File: src/rtl/clk_div_seq_pkg.sv
// Constants and state types shared by the clock divider sequencer.
// Assumes a single master clock domain; all pins except the asynchronous rst_b are sampled on mclk.
package clk_div_seq_pkg;

	localparam int RATIO_W    = 9;
	localparam int DIVCNT_W   = RATIO_W + 1;
	localparam int STAB_TICKS = 256;
	localparam int STAB_W     = 9;

	localparam logic [RATIO_W-1:0] RATIO_MAX = 9'h1ff;
	localparam logic [RATIO_W-1:0] RATIO_RST = 9'h000;
	localparam logic [DIVCNT_W-1:0] DIV_OFFSET = 10'h002;

	localparam logic RST_PIN_FUNC = 1'h1;
	localparam logic RST_REF_DIS  = 1'h1;
	localparam logic RST_PRE_SEL  = 1'h0;
	localparam logic RST_PRE_BYP  = 1'h1;
	localparam logic RST_DIV_BYP  = 1'h0;
	localparam logic RST_EXT_SEL  = 1'h0;

	typedef enum logic [3:0] {
		ST_POR, ST_PROG, ST_STAB, ST_REF_ON, ST_RUN,
		ST_DRAIN, ST_FLOAT, ST_STOP, ST_OFF
	} seq_state_t;

	typedef enum logic [2:0] {
		SRC_INT, SRC_HOLD_E, SRC_WAIT_E, SRC_EXT, SRC_HOLD_I
	} src_state_t;

endpackage

File: src/rtl/programmable_clock_divider_sequencer.sv
// Clock reference mux, prescaler, divider and enabling sequencer.
// Assumes mclk is much faster than both reference clocks, which arrive
// as plain sampled inputs; stored settings come from nonvolatile memory.
//
// Notes on behaviour
// - Function bit 0: shared pin selects reference; 1: active-low power-down.
// - Reference disable bit 1 floats reference output; 0 drives master clock.
// - Divisor equals nine-bit ratio plus two, range 2 to 513.
// - Enable sampled on master rise; output starts one to two periods later.
// - A late enable change takes one more full master cycle.
// - Enable falling while output high lets the pulse finish, then low.
// - Late fall with output low yields one additional pulse.
// - Divide-by-one: one extra pulse on timely fall, two on late.
// - Select mode switches glitch-free; internal clock is prescaled oscillator.
// - Falling select seen on internal falling edge; output held low half period.
// - External clock routed only while low; otherwise wait for low.
// - Return to internal is level sensed, held low until internal fall.
// - Constantly high external clock blocks the return to internal.
// - Main output follows the same switching, divided by the divisor.
// - Function bit 1: pin high runs, pin low starts power-down.
// - Power-down: drain main, float it, stop master, float reference, osc off.
// - Power-up forces maximum ratios, waits 256 master cycles, then restores.
// - Power-on runs the same stabilisation and loads stored values.
// - Pull-up on the data pin at power-on enters programming mode.
// - Output enable low keeps main low and counters reset; osc runs.
// - Prescaler select 0 divides by 4, 1 by 2; bypass bits skip it.
// - Settings take effect only at power-up, never on the fly.
`timescale 1ns/1ps
`default_nettype none

module programmable_clock_divider_sequencer (
	input  wire logic                              mclk,
	input  wire logic                              rst_b,
	input  wire logic                              powerDownOrRefSelectPin,
	input  wire logic                              outputEnable,
	input  wire logic                              intOscIn,
	input  wire logic                              externalRefPin,
	input  wire logic                              progPullupSense,
	input  wire logic [clk_div_seq_pkg::RATIO_W-1:0] storedCountRatio,
	input  wire logic                              storedPinFunctionSelectBit,
	input  wire logic                              storedRefOutputDisableBit,
	input  wire logic                              storedPrescalerSel,
	input  wire logic                              storedPrescalerBypassBit,
	input  wire logic                              storedRatioBypassBit,
	input  wire logic                              storedExtSelect,
	output logic                                   mainClkOut,
	output logic                                   mainClkOe,
	output logic                                   referenceClockPin,
	output logic                                   referenceClockOe,
	output logic                                   oscEnable,
	output logic                                   extBufEnable,
	output logic                                   programMode
);
	import clk_div_seq_pkg::*;

	// ==============================================================
	// State declarations
	seq_state_t          seqState, next_seqState;
	src_state_t          srcState, next_srcState;
	logic [STAB_W-1:0]   stabCnt, next_stabCnt;
	logic [RATIO_W-1:0]  countRatioWord, next_countRatioWord;
	logic                pinFunctionSelectBit, next_pinFunctionSelectBit;
	logic                refOutputDisableBit, next_refOutputDisableBit;
	logic                prescalerSel, next_prescalerSel;
	logic                prescalerBypassBit, next_prescalerBypassBit;
	logic                ratioBypassBit, next_ratioBypassBit;
	logic                extSelect, next_extSelect;
	logic                next_programMode, next_mainClkOe;
	logic                next_referenceClockOe, next_oscEnable;
	logic                pinS1, pinS2, oscD, oscPrev, external_reference_clock;
	logic                internal_reference_clock, intPrev, preCnt, next_internal_reference_clock, next_preCnt;
	logic                masterClk, masterPrev, next_masterClk;
	logic                divRun, divOut, next_divRun, next_divOut;
	logic [DIVCNT_W-1:0] divCnt, next_divCnt, cntInc;
	logic                gate, next_gate, next_mainClkOut;
	logic                intRise, intFall, oscRise, masterRise;
	logic                wantInt, pdnReq, forceMax, masterRun;
	logic                mainAllowed, enSample, div1Mode, preBypass;
	logic [RATIO_W-1:0]  ratioEff;
	logic [DIVCNT_W-1:0] divisor, halfDiv;

	// Decoding of the running states, used by several outputs.
	function automatic logic refOnState(input seq_state_t s);
		return s == ST_REF_ON || s == ST_RUN || s == ST_DRAIN ||
			s == ST_FLOAT;
	endfunction

	assign intRise    = internal_reference_clock & ~intPrev;
	assign intFall    = ~internal_reference_clock & intPrev;
	assign oscRise    = oscD & ~oscPrev;
	assign masterRise = masterClk & ~masterPrev;
	assign wantInt  = pinFunctionSelectBit ? ~extSelect : pinS2;
	assign pdnReq   = pinFunctionSelectBit & ~pinS2;
	assign forceMax = seqState == ST_STAB;
	assign masterRun = seqState == ST_STAB || refOnState(seqState);
	assign mainAllowed = seqState == ST_RUN;
	assign enSample = outputEnable & mainAllowed;
	assign div1Mode = ratioBypassBit & ~forceMax;
	assign preBypass = ~forceMax & (prescalerBypassBit | ratioBypassBit);
	assign ratioEff = forceMax ? RATIO_MAX : countRatioWord;
	assign divisor  = {1'h0, ratioEff} + DIV_OFFSET;
	assign halfDiv  = divisor >> 1;
	assign cntInc   = (divCnt == divisor - 10'h001) ? '0 :
		divCnt + 10'h001;

	// ==============================================================
	// Clock path: prescaler, reference mux, divider and gating
	always_comb begin
		next_preCnt = preCnt;
		next_internal_reference_clock = internal_reference_clock;
		if (preBypass) begin
			next_internal_reference_clock = oscD;
		end else if (oscRise) begin
			if (forceMax || !prescalerSel) begin
				next_preCnt = ~preCnt;
				if (preCnt)
					next_internal_reference_clock = ~internal_reference_clock;
			end else begin
				next_internal_reference_clock = ~internal_reference_clock;
			end
		end

		// The mux only changes source while its output is held low,
		// so neither edge of either clock can be clipped.
		next_srcState = srcState;
		unique case (srcState)
			SRC_INT: begin
				if (!wantInt && intFall)
					next_srcState = SRC_HOLD_E;
			end
			SRC_HOLD_E: begin
				if (intRise)
					next_srcState = SRC_WAIT_E;
			end
			SRC_WAIT_E: begin
				if (wantInt)
					next_srcState = SRC_HOLD_I;
				else if (!external_reference_clock)
					next_srcState = SRC_EXT;
			end
			SRC_EXT: begin
				if (wantInt && !external_reference_clock)
					next_srcState = SRC_HOLD_I;
			end
			SRC_HOLD_I: begin
				if (intFall)
					next_srcState = SRC_INT;
			end
		endcase

		next_masterClk = 1'h0;
		if (masterRun && srcState == SRC_INT)
			next_masterClk = internal_reference_clock;
		else if (masterRun && srcState == SRC_EXT)
			next_masterClk = external_reference_clock;

		next_divRun = divRun;
		next_divCnt = divCnt;
		next_divOut = divOut;
		next_gate   = gate;
		if (masterRise) begin
			next_gate = enSample;
			if (!divRun) begin
				if (enSample && !div1Mode) begin
					next_divRun = 1'h1;
					next_divCnt = '0;
					next_divOut = 1'h1;
				end
			end else begin
				if (!enSample && !(cntInc < halfDiv)) begin
					next_divRun = 1'h0;
					next_divCnt = '0;
					next_divOut = 1'h0;
				end else begin
					next_divCnt = cntInc;
					next_divOut = cntInc < halfDiv;
				end
			end
		end

		// divided main output
		// In divide-by-one the gate is only consulted while the master is
		// low, so a gate change mid-pulse can never clip the pulse.
		if (div1Mode)
			next_mainClkOut = next_masterClk &
				(masterClk ? mainClkOut : gate);
		else
			next_mainClkOut = next_divOut;
	end

	always_ff @(posedge mclk or negedge rst_b) begin
		if (!rst_b) begin
			pinS1             <= 1'h1;
			pinS2             <= 1'h1;
			oscD              <= 1'h0;
			oscPrev           <= 1'h0;
			external_reference_clock            <= 1'h0;
			internal_reference_clock            <= 1'h0;
			intPrev           <= 1'h0;
			preCnt            <= 1'h0;
			srcState          <= SRC_INT;
			masterClk         <= 1'h0;
			masterPrev        <= 1'h0;
			divRun            <= 1'h0;
			divCnt            <= '0;
			divOut            <= 1'h0;
			gate              <= 1'h0;
			mainClkOut        <= 1'h0;
			referenceClockPin <= 1'h0;
		end else begin
			pinS1             <= powerDownOrRefSelectPin;
			pinS2             <= pinS1;
			oscD              <= intOscIn & oscEnable;
			oscPrev           <= oscD;
			external_reference_clock            <= externalRefPin & extBufEnable;
			internal_reference_clock            <= next_internal_reference_clock;
			intPrev           <= internal_reference_clock;
			preCnt            <= next_preCnt;
			srcState          <= next_srcState;
			masterClk         <= next_masterClk;
			masterPrev        <= masterClk;
			divRun            <= next_divRun;
			divCnt            <= next_divCnt;
			divOut            <= next_divOut;
			gate              <= next_gate;
			mainClkOut        <= next_mainClkOut;
			referenceClockPin <= next_masterClk;
		end
	end

	// ==============================================================
	// Enabling sequencer and stored settings
	always_comb begin
		next_seqState             = seqState;
		next_stabCnt              = stabCnt;
		next_programMode          = programMode;
		next_countRatioWord       = countRatioWord;
		next_pinFunctionSelectBit = pinFunctionSelectBit;
		next_refOutputDisableBit  = refOutputDisableBit;
		next_prescalerSel         = prescalerSel;
		next_prescalerBypassBit   = prescalerBypassBit;
		next_ratioBypassBit       = ratioBypassBit;
		next_extSelect            = extSelect;
		unique case (seqState)
			ST_POR: begin
				if (progPullupSense) begin
					next_seqState    = ST_PROG;
					next_programMode = 1'h1;
				end else begin
					next_seqState = ST_STAB;
					next_stabCnt  = '0;
				end
			end
			ST_PROG: begin
			end
			ST_STAB: begin
				if (masterRise) begin
					next_stabCnt = stabCnt + 9'h001;
					if (stabCnt == STAB_W'(STAB_TICKS - 1)) begin
						next_seqState             = ST_REF_ON;
						next_countRatioWord       = storedCountRatio;
						next_pinFunctionSelectBit =
							storedPinFunctionSelectBit;
						next_refOutputDisableBit  =
							storedRefOutputDisableBit;
						next_prescalerSel         = storedPrescalerSel;
						next_prescalerBypassBit   =
							storedPrescalerBypassBit;
						next_ratioBypassBit       = storedRatioBypassBit;
						next_extSelect            = storedExtSelect;
					end
				end
			end
			ST_REF_ON: begin
				if (masterRise)
					next_seqState = ST_RUN;
			end
			ST_RUN: begin
				if (pdnReq)
					next_seqState = ST_DRAIN;
			end
			ST_DRAIN: begin
				if (!divRun && !gate && !mainClkOut)
					next_seqState = ST_FLOAT;
			end
			ST_FLOAT: begin
				// Stopping on a low master keeps the last pulse whole.
				if (!masterClk)
					next_seqState = ST_STOP;
			end
			ST_STOP: begin
				next_seqState = ST_OFF;
			end
			ST_OFF: begin
				if (!pdnReq) begin
					next_seqState = ST_STAB;
					next_stabCnt  = '0;
				end
			end
		endcase
		next_mainClkOe = next_seqState == ST_RUN ||
			next_seqState == ST_DRAIN;
		next_referenceClockOe = refOnState(next_seqState) &&
			!next_refOutputDisableBit;
		next_oscEnable = next_seqState == ST_STAB ||
			refOnState(next_seqState) || next_seqState == ST_STOP;
	end

	always_ff @(posedge mclk or negedge rst_b) begin
		if (!rst_b) begin
			seqState             <= ST_POR;
			stabCnt              <= '0;
			programMode          <= 1'h0;
			countRatioWord       <= RATIO_RST;
			pinFunctionSelectBit <= RST_PIN_FUNC;
			refOutputDisableBit  <= RST_REF_DIS;
			prescalerSel         <= RST_PRE_SEL;
			prescalerBypassBit   <= RST_PRE_BYP;
			ratioBypassBit       <= RST_DIV_BYP;
			extSelect            <= RST_EXT_SEL;
			mainClkOe            <= 1'h0;
			referenceClockOe     <= 1'h0;
			oscEnable            <= 1'h0;
			extBufEnable         <= 1'h0;
		end else begin
			seqState             <= next_seqState;
			stabCnt              <= next_stabCnt;
			programMode          <= next_programMode;
			countRatioWord       <= next_countRatioWord;
			pinFunctionSelectBit <= next_pinFunctionSelectBit;
			refOutputDisableBit  <= next_refOutputDisableBit;
			prescalerSel         <= next_prescalerSel;
			prescalerBypassBit   <= next_prescalerBypassBit;
			ratioBypassBit       <= next_ratioBypassBit;
			extSelect            <= next_extSelect;
			mainClkOe            <= next_mainClkOe;
			referenceClockOe     <= next_referenceClockOe;
			oscEnable            <= next_oscEnable;
			extBufEnable         <= next_oscEnable;
		end
	end

	// ==============================================================
	// Assertions
	a_fn_select: assert property (@(posedge mclk) disable iff (!rst_b)
		(seqState == ST_RUN && !pinFunctionSelectBit)
		|=> seqState != ST_DRAIN)
		else $error("Power-down started in select mode.");
	a_ref_disable: assert property (@(posedge mclk) disable iff (!rst_b)
		(refOutputDisableBit && $past(refOutputDisableBit))
		|-> !referenceClockOe)
		else $error("Reference output driven while disabled.");
	a_div_wrap: assert property (@(posedge mclk) disable iff (!rst_b)
		(masterRise && divRun && outputEnable && mainAllowed &&
		divCnt == divisor - 10'h001) |=> divCnt == '0)
		else $error("Divider did not wrap at ratio plus two.");
	a_en_start: assert property (@(posedge mclk) disable iff (!rst_b)
		(masterRise && !divRun && enSample && !div1Mode)
		|=> divRun && divOut ##1 mainClkOut)
		else $error("Main output did not start after enable.");
	a_pulse_finish: assert property (@(posedge mclk) disable iff (!rst_b)
		(masterRise && divRun && divOut && cntInc < halfDiv)
		|=> divRun && divOut)
		else $error("High output pulse was truncated.");
	a_hold_low: assert property (@(posedge mclk) disable iff (!rst_b)
		(srcState == SRC_HOLD_E || srcState == SRC_WAIT_E)
		|=> !masterClk)
		else $error("Master clock not held low during switch.");
	a_ext_wait: assert property (@(posedge mclk) disable iff (!rst_b)
		(srcState == SRC_WAIT_E && external_reference_clock && !wantInt)
		|=> srcState == SRC_WAIT_E)
		else $error("External clock routed while high.");
	a_stab_len: assert property (@(posedge mclk) disable iff (!rst_b)
		(seqState == ST_STAB && masterRise &&
		stabCnt == STAB_W'(STAB_TICKS - 1)) |=> seqState == ST_REF_ON)
		else $error("Stabilisation wait has wrong length.");
	a_pd_float: assert property (@(posedge mclk) disable iff (!rst_b)
		$rose(seqState == ST_OFF) |-> !mainClkOe && !referenceClockOe
		&& $past(seqState) == ST_STOP)
		else $error("Power-down order broken.");

endmodule

`default_nettype wire

File: config.mk
export PLATFORM = sky130hd
export DESIGN_NAME = programmable_clock_divider_sequencer
export DESIGN_NICKNAME = d
export VERILOG_FILES = /design/src/rtl/clk_div_seq_pkg.sv /design/src/rtl/programmable_clock_divider_sequencer.sv
export SDC_FILE = /design/constraint.sdc
export NUM_CORES = 1
export LEC_CHECK = 0
export ABC_AREA = 1
export BUFFER_PORTS_ARGS = -buffer_cell sky130_fd_sc_hd__buf_2
export CORE_MARGIN = 2
export CORE_UTILIZATION = 30
export DETAILED_ROUTE_END_ITERATION = 10
export SLEW_MARGIN = 20
export SYNTH_ARGS = -nofsm -noshare
export SYNTH_HDL_FRONTEND = slang
export SYNTH_SLANG_ARGS = --single-unit
File: constraint.sdc
create_clock -name mclk -period 9.5 [get_ports mclk]
set_input_delay 0.95 -clock mclk [delete_from_list [all_inputs] [get_ports mclk]]
set_output_delay 0.95 -clock mclk [all_outputs]
set_load 0.05 [all_outputs]
Yosys cells after proc, flatten, opt, wreduce, memory -nomap -nowiden
Index checks and enable logic that the tools add are counted.
{"block": "word_totals", "register_bits": 59, "wordCells": 169, "out_inout_bits": 7}
{"block": "classes", "eq_ne": 28, "order_cmp": 1, "reduce_logical": 42, "mux": 44, "addsub": 4, "n_bitwise": 21}
{"op": "2-to-1 mux 10 bit", "count": 4}
{"op": "2-to-1 mux 9 bit", "count": 4}
{"op": "equality test 4 x 3 -> 1 bit (second input constant)", "count": 8}
{"op": "case mux 4 bit (8 select lines)", "count": 1}
{"op": "2-to-1 mux 4 bit", "count": 7}
{"op": "case mux 9 bit (3 select lines)", "count": 1}
{"op": "2-to-1 mux 1 bit", "count": 19}
{"op": "2-to-1 mux 3 bit", "count": 6}
{"op": "equality test 4 x 2 -> 1 bit (second input constant)", "count": 4}
{"op": "case mux 3 bit (5 select lines)", "count": 1}
{"op": "inequality test 2 bit (second input constant)", "count": 7}
{"op": "bitwise AND 1 bit", "count": 11}
{"op": "logical OR 1 bit", "count": 11}
{"op": "adder 10 x 1 -> 10 bit (second input constant)", "count": 1}
{"op": "adder 9 x 2 -> 10 bit (second input constant)", "count": 1}
{"op": "equality test 10 bit", "count": 1}
{"op": "zero test 1 bit", "count": 10}
{"op": "less-than comparator 10 x 9 -> 1 bit", "count": 1}
{"op": "subtractor 10 x 1 -> 10 bit (second input constant)", "count": 1}
{"op": "adder 9 x 1 -> 9 bit (second input constant)", "count": 1}
{"op": "equality test 9 x 8 -> 1 bit (second input constant)", "count": 1}
{"op": "logical AND 1 bit", "count": 9}
{"op": "inverter 1 bit", "count": 9}
{"op": "equality test 3 x 2 -> 1 bit (second input constant)", "count": 2}
{"op": "other kinds (14)", "count": 19}

Logic depth before layout (Yosys ltp)
{"block": "logic_depth", "depth_word": 13, "depth_mapped": 31}

Worst setup path after synthesis
Ideal clock, no wire load.
{"block": "synth_timing", "path_type": "register to register", "from": "reg seqState[3]", "to": "reg divCnt[0]", "path_slack_ns": 5.867, "path_stages_with_launch": 29, "setup_time_ns": 0.067, "t_arrival_ns": 3.566, "path_cell_list": "dfrtp_1 -> nor2_1 -> nand2_4 -> buf_6 -> nand2_1 -> ha_1 -> buf_4 -> inv_1 -> nand2_1 -> nand2_4 -> nor2_4 -> nand3_4 -> nor2_4 -> nand2_1 -> or2_1 -> nand2_2 -> inv_1 -> nor3_1 -> or2_2 -> inv_1 -> ha_1 -> a21o_1 -> a21oi_1 -> o211ai_1 -> inv_2 -> nand2_4 -> nand2_8 -> nand3_2 -> nand2_1"}
{"block": "synth_via", "elab_chain_len": 11, "word_cells_on_any_way": 20, "cone_classes": "add/sub (2); order compare (1); eq/ne (3); mux (4); bitwise (3); reduce/logical (7)"}
{"item": "from (decl)", "line_no": "programmable_clock_divider_sequencer.sv:58", "text": "seq_state_t seqState, next_seqState;"}
{"item": "from (signal assigned)", "line_no": "programmable_clock_divider_sequencer.sv:326", "text": "seqState <= next_seqState;"}
{"item": "equality test 4 x 2 -> 1 bit", "line_no": "programmable_clock_divider_sequencer.sv:94", "text": "assign forceMax = seqState == ST_STAB;"}
{"item": "2-to-1 mux 9 bit", "line_no": "programmable_clock_divider_sequencer.sv:100", "text": "assign ratioEff = forceMax ? RATIO_MAX : countRatioWord;"}
{"item": "adder 9 x 2 -> 10 bit", "line_no": "programmable_clock_divider_sequencer.sv:101", "text": "assign divisor = {1'h0, ratioEff} + DIV_OFFSET;"}
{"item": "subtractor 10 x 1 -> 10 bit", "line_no": "programmable_clock_divider_sequencer.sv:103", "text": "assign cntInc = (divCnt == divisor - 10'h001) ? '0 :"}
{"item": "equality test 10 bit", "line_no": "programmable_clock_divider_sequencer.sv:103"}
{"item": "2-to-1 mux 10 bit", "line_no": "programmable_clock_divider_sequencer.sv:103"}
{"item": "less-than comparator 10 x 9 -> 1 bit", "line_no": "programmable_clock_divider_sequencer.sv:170", "text": "if (!enSample && !(cntInc < halfDiv)) begin"}
{"item": "zero test 1 bit", "line_no": "programmable_clock_divider_sequencer.sv:170"}
{"item": "logical AND 1 bit", "line_no": "programmable_clock_divider_sequencer.sv:170"}
{"item": "2-to-1 mux 10 bit", "line_no": "programmable_clock_divider_sequencer.sv:170"}
{"item": "2-to-1 mux 10 bit", "line_no": "programmable_clock_divider_sequencer.sv:163", "text": "if (!divRun) begin"}
{"item": "to (signal assigned)", "line_no": "programmable_clock_divider_sequencer.sv:223", "text": "divCnt <= next_divCnt;"}
{"item": "to (decl)", "line_no": "programmable_clock_divider_sequencer.sv:74", "text": "logic [DIVCNT_W-1:0] divCnt, next_divCnt, cntInc;"}
Parallel ways exist; a longest one is shown, timed or not.
A chain may end at the register's enable or synchronous reset.

Worst setup path in the final report
Ends and elaborated chain as after synthesis.

==> metrics.yaml <==
yosys:
  synthesis.nets: 573
  async_reset_ff_share_pct: 100.0
  syn_area_mm2: 0.003951
  synth_edf_count: 0
  synth-seq-cells: 59
  syn_avg_cell_area_um2: 7.358
  yosysUniqueCellTypes: 45
  postSynthCellCount: 537
  ys.flop_type: "dfrtp_1"
  yosysSeqAreaShare_pct: 37.52
  yosysWarningCount: 0
cts:
  clk_pin_slew_worst_paths_ns: 0.06
  cts_resized: 0
  cts-root-buf: "clkbuf_16"
  clock_sinks: 59
  postCtsHoldBufs: 0
  clk_latency_ns: 0.33
  numCtsBuffers: 9
  clockBufferDepth: 2
  cts_setup_buffers: 0
  cts_tree: "done"
  cts_htree_levels: 3
worst_setup_path:
  rr_worst_depth: 26
  worstSetupPathType: "reg2reg"
  endpoint_kind: "flop"
  worst-endpoint-arrival_ns: 4.48
  crit_path_start_kind: "flop"
  cp.required_ns: 9.76
  cp_max_fo: 15
place:
  dp_hpwl_mm: 6.764
  io_buffers: 28
  dpl.cell_count: 731
  routabilityCongestion: 0.8395
power:
  combPwrFrac_pct: 49.3
  power_switching_w: 0.0006131
  leakage_nw: 2.315
  ir_drop_mv: 0.1313
  pwr-share-clk_pct: 25.0
  p_per_area_mw_per_mm2: 288.3
  p_total_w: 0.001319
  p_int_w: 0.0007056
  sequentialPowerShare_pct: 25.7
  swShare_pct: 46.49
min_path:
  holdPathStages: 0
  holdCritPathClass: "reg2reg"
sta:
  skew_ns: 0.007829
  fin_setup_tns_ns: 0
  fin_crit_sh_pct: 44.41
  relSlewSlack_pct: 33.01
  setup-violations-final: 0
  period_minus_slack_ns: 4.219
  final-hold-violation-count: 0
  rsz0062_at_grt: "no"
  clock.fmax_mhz: 237.0
  max_slew.worst_pin.slew_ns: 1.002
  drv_slew: 0
global_routing:
  grt_max_degree: 60
  grt_pass1_wl_mm: 15.65
  grt_pass1_vias: 3508
  track_usage_pct: 13.45
  antenna_found_initial: 0
  grt-ovfl-total: 0
floorplanning:
  die_w_um: 118.8
  initial_utilization_pct: 31.06
  num_rows: 41
  io_pins: 29
  core-area_mm2: 0.01272
  die_area_mm2: 0.01411
  die_h_um: 118.8
drt:
  drc_errors: 0
  wl_per_cell_um: 11.86
  drtAntennaViolNets: 0
  firstDrtPassIters: 5
  finalWirelength_mm: 8.863
  vias: 3497
  viasPerCell: 4.681
  first_iter_violations: 178
cells_and_area:
  finalNonFillerCells: 747
  syn_to_final_growth_pct: 15.77
  final_nets: 606
  diodes: 0
  drive_above_1_share_pct: 17.74
  final_cell_mix: "116 x nand2_1, 92 x inv_1, 57 x nor2_1"
  final_common_cell: "nand2_1"
  nFillCells: 1382
run_status:
  outcome: "finished clean"
run:
  cap_viol_max_count: 0
## metal layers
| metal | wire length [um] | part of all wire (%) | global-route usage (%) |
|---|---|---|---|
| met1 | 4138 | 47 | 16.87 |
| met2 | 4122 | 47 | 22.59 |
| met3 | 409 | 4.6 | 3.137 |
| met4 | 192 | 2.2 | 4.688 |
| met5 | 0 | 0 | 0 |
## state kept, by name, indices dropped and copies added (netlist names), 3 cells and up
name	count
countRatioWord	9
divCnt	10
seqState	4
srcState	3
stabCnt	9
## worst paths after layout
kind	from	to	slack, ns
worst max-delay path	seqState[3]$_DFF_PN0_	divCnt[0]$_DFFE_PN0P_	5.28
worst min-delay path	pinS1$_DFF_PN1_	pinS2$_DFF_PN1_	0.35
worst max register to register	seqState[3]$_DFF_PN0_	divCnt[0]$_DFFE_PN0P_	5.28
worst min register to register	pinS1$_DFF_PN1_	pinS2$_DFF_PN1_	0.35
max in group asynchronous	rst_b	divCnt[3]$_DFFE_PN0P_	8.23
min in group asynchronous	rst_b	external_reference_clock$_DFF_PN0_	0.76
## logic make-up (layout without fill, tap and decap cells)
logic type	Yosys count	in the layout	synth area share [%]
mux	5	5	1.425
buf+inv	106	144	10.51
xor+xnor	11	11	2.438
flops	59	59	37.52
compound gates	67	67	9.975
simple gates	275	275	33.69
fa+ha+maj	14	14	4.433
## Yosys cell counts, types with 2 or more instances
cell type,instances,area [um^2]
a221oi_1,2,17.52
nand3_1,32,160.2
mux2_2,5,56.30
dfstp_2,5,131.4
or2_2,5,31.28
o22ai_1,3,18.77
nor3_1,16,80.08
a32oi_1,2,17.52
o211ai_1,2,15.01
a21oi_1,21,105.1
clkbuf_1,3,11.26
nor2_2,2,12.51
inv_1,92,345.3
buf_4,2,15.01
nand3_2,10,100.1
nor2_1,57,214.0
inv_2,5,18.77
xor2_1,9,78.83
nand3_4,2,35.03
o21ai_1,2,10.01
nand2_4,3,33.78
nor3b_1,2,15.01
buf_2,2,10.01
nand4_1,9,56.30
nor4_1,3,18.77
nor2_4,2,22.52
a31oi_1,2,12.51
dfrtp_1,54,1351
ha_1,14,175.2
nand2_1,116,435.4
xnor2_1,2,17.52
nand3b_1,2,15.01
o21ai_2,4,35.03
nand2_2,12,75.07
o21ai_0,23,115.1
## power groups by stage
stage          Sequential [W]  Combinational, W  Clock (W)
6_report             0.000339          0.000651   0.000329
5_1_grt              0.000346          0.000744   0.000348
4_1_cts              0.000339          0.000651   0.000336
3_5_place_dp         0.000342          0.000647          0
3_3_place_gp         0.000341          0.000632          0
2_1_floorplan        0.000359          0.000498          0
## final cells by class
class,instances,area [um^2],area share [%]
Multi-Input combinational cell,372,2053,44.89
Sequential cell,59,1483,32.41
Inverter,98,367.9,8.042
Clock buffer,9,225.2,4.923
Tap cell,172,215.2,4.705
Timing Repair Buffer,30,155.1,3.392
Clock inverter,7,75.07,1.641
## critical path, stage by stage (launching register included)
cell and delay [ns]:
dfrtp_1 0.42, nor2_1 0.24, nand2_4 0.17, nand2_2 0.18
ha_1 0.35, inv_1 0.07, nand2_1 0.13, nand2_4 0.09
nor2_4 0.14, nand3_4 0.10, nor2_4 0.11, nand2_1 0.07
or2_1 0.23, nand2_2 0.09, inv_1 0.04, nor3_1 0.27
or2_2 0.18, inv_1 0.04, ha_1 0.28, a21o_1 0.18
a21oi_1 0.18, o211ai_1 0.14, inv_2 0.09, nand2_4 0.07
nand2_8 0.11, nand3_2 0.07, nand2_1 0.08
## per-stage QoR
step,hold WS [ns],setup slack (ns),cell area [um^2],utilization [%]
5_1_grt,0.3516,4.801,4574,35.96
3_3_place_gp,0.3481,5.391,4274,33.60
4_1_cts,0.3500,5.262,4574,35.96
6_report,0.3484,5.281,4574,35.96
3_5_place_dp,0.3475,5.275,4274,33.60
2_1_floorplan,0.3452,5.867,3951,-
No activity file was read; power rests on OpenSTA's default activity.
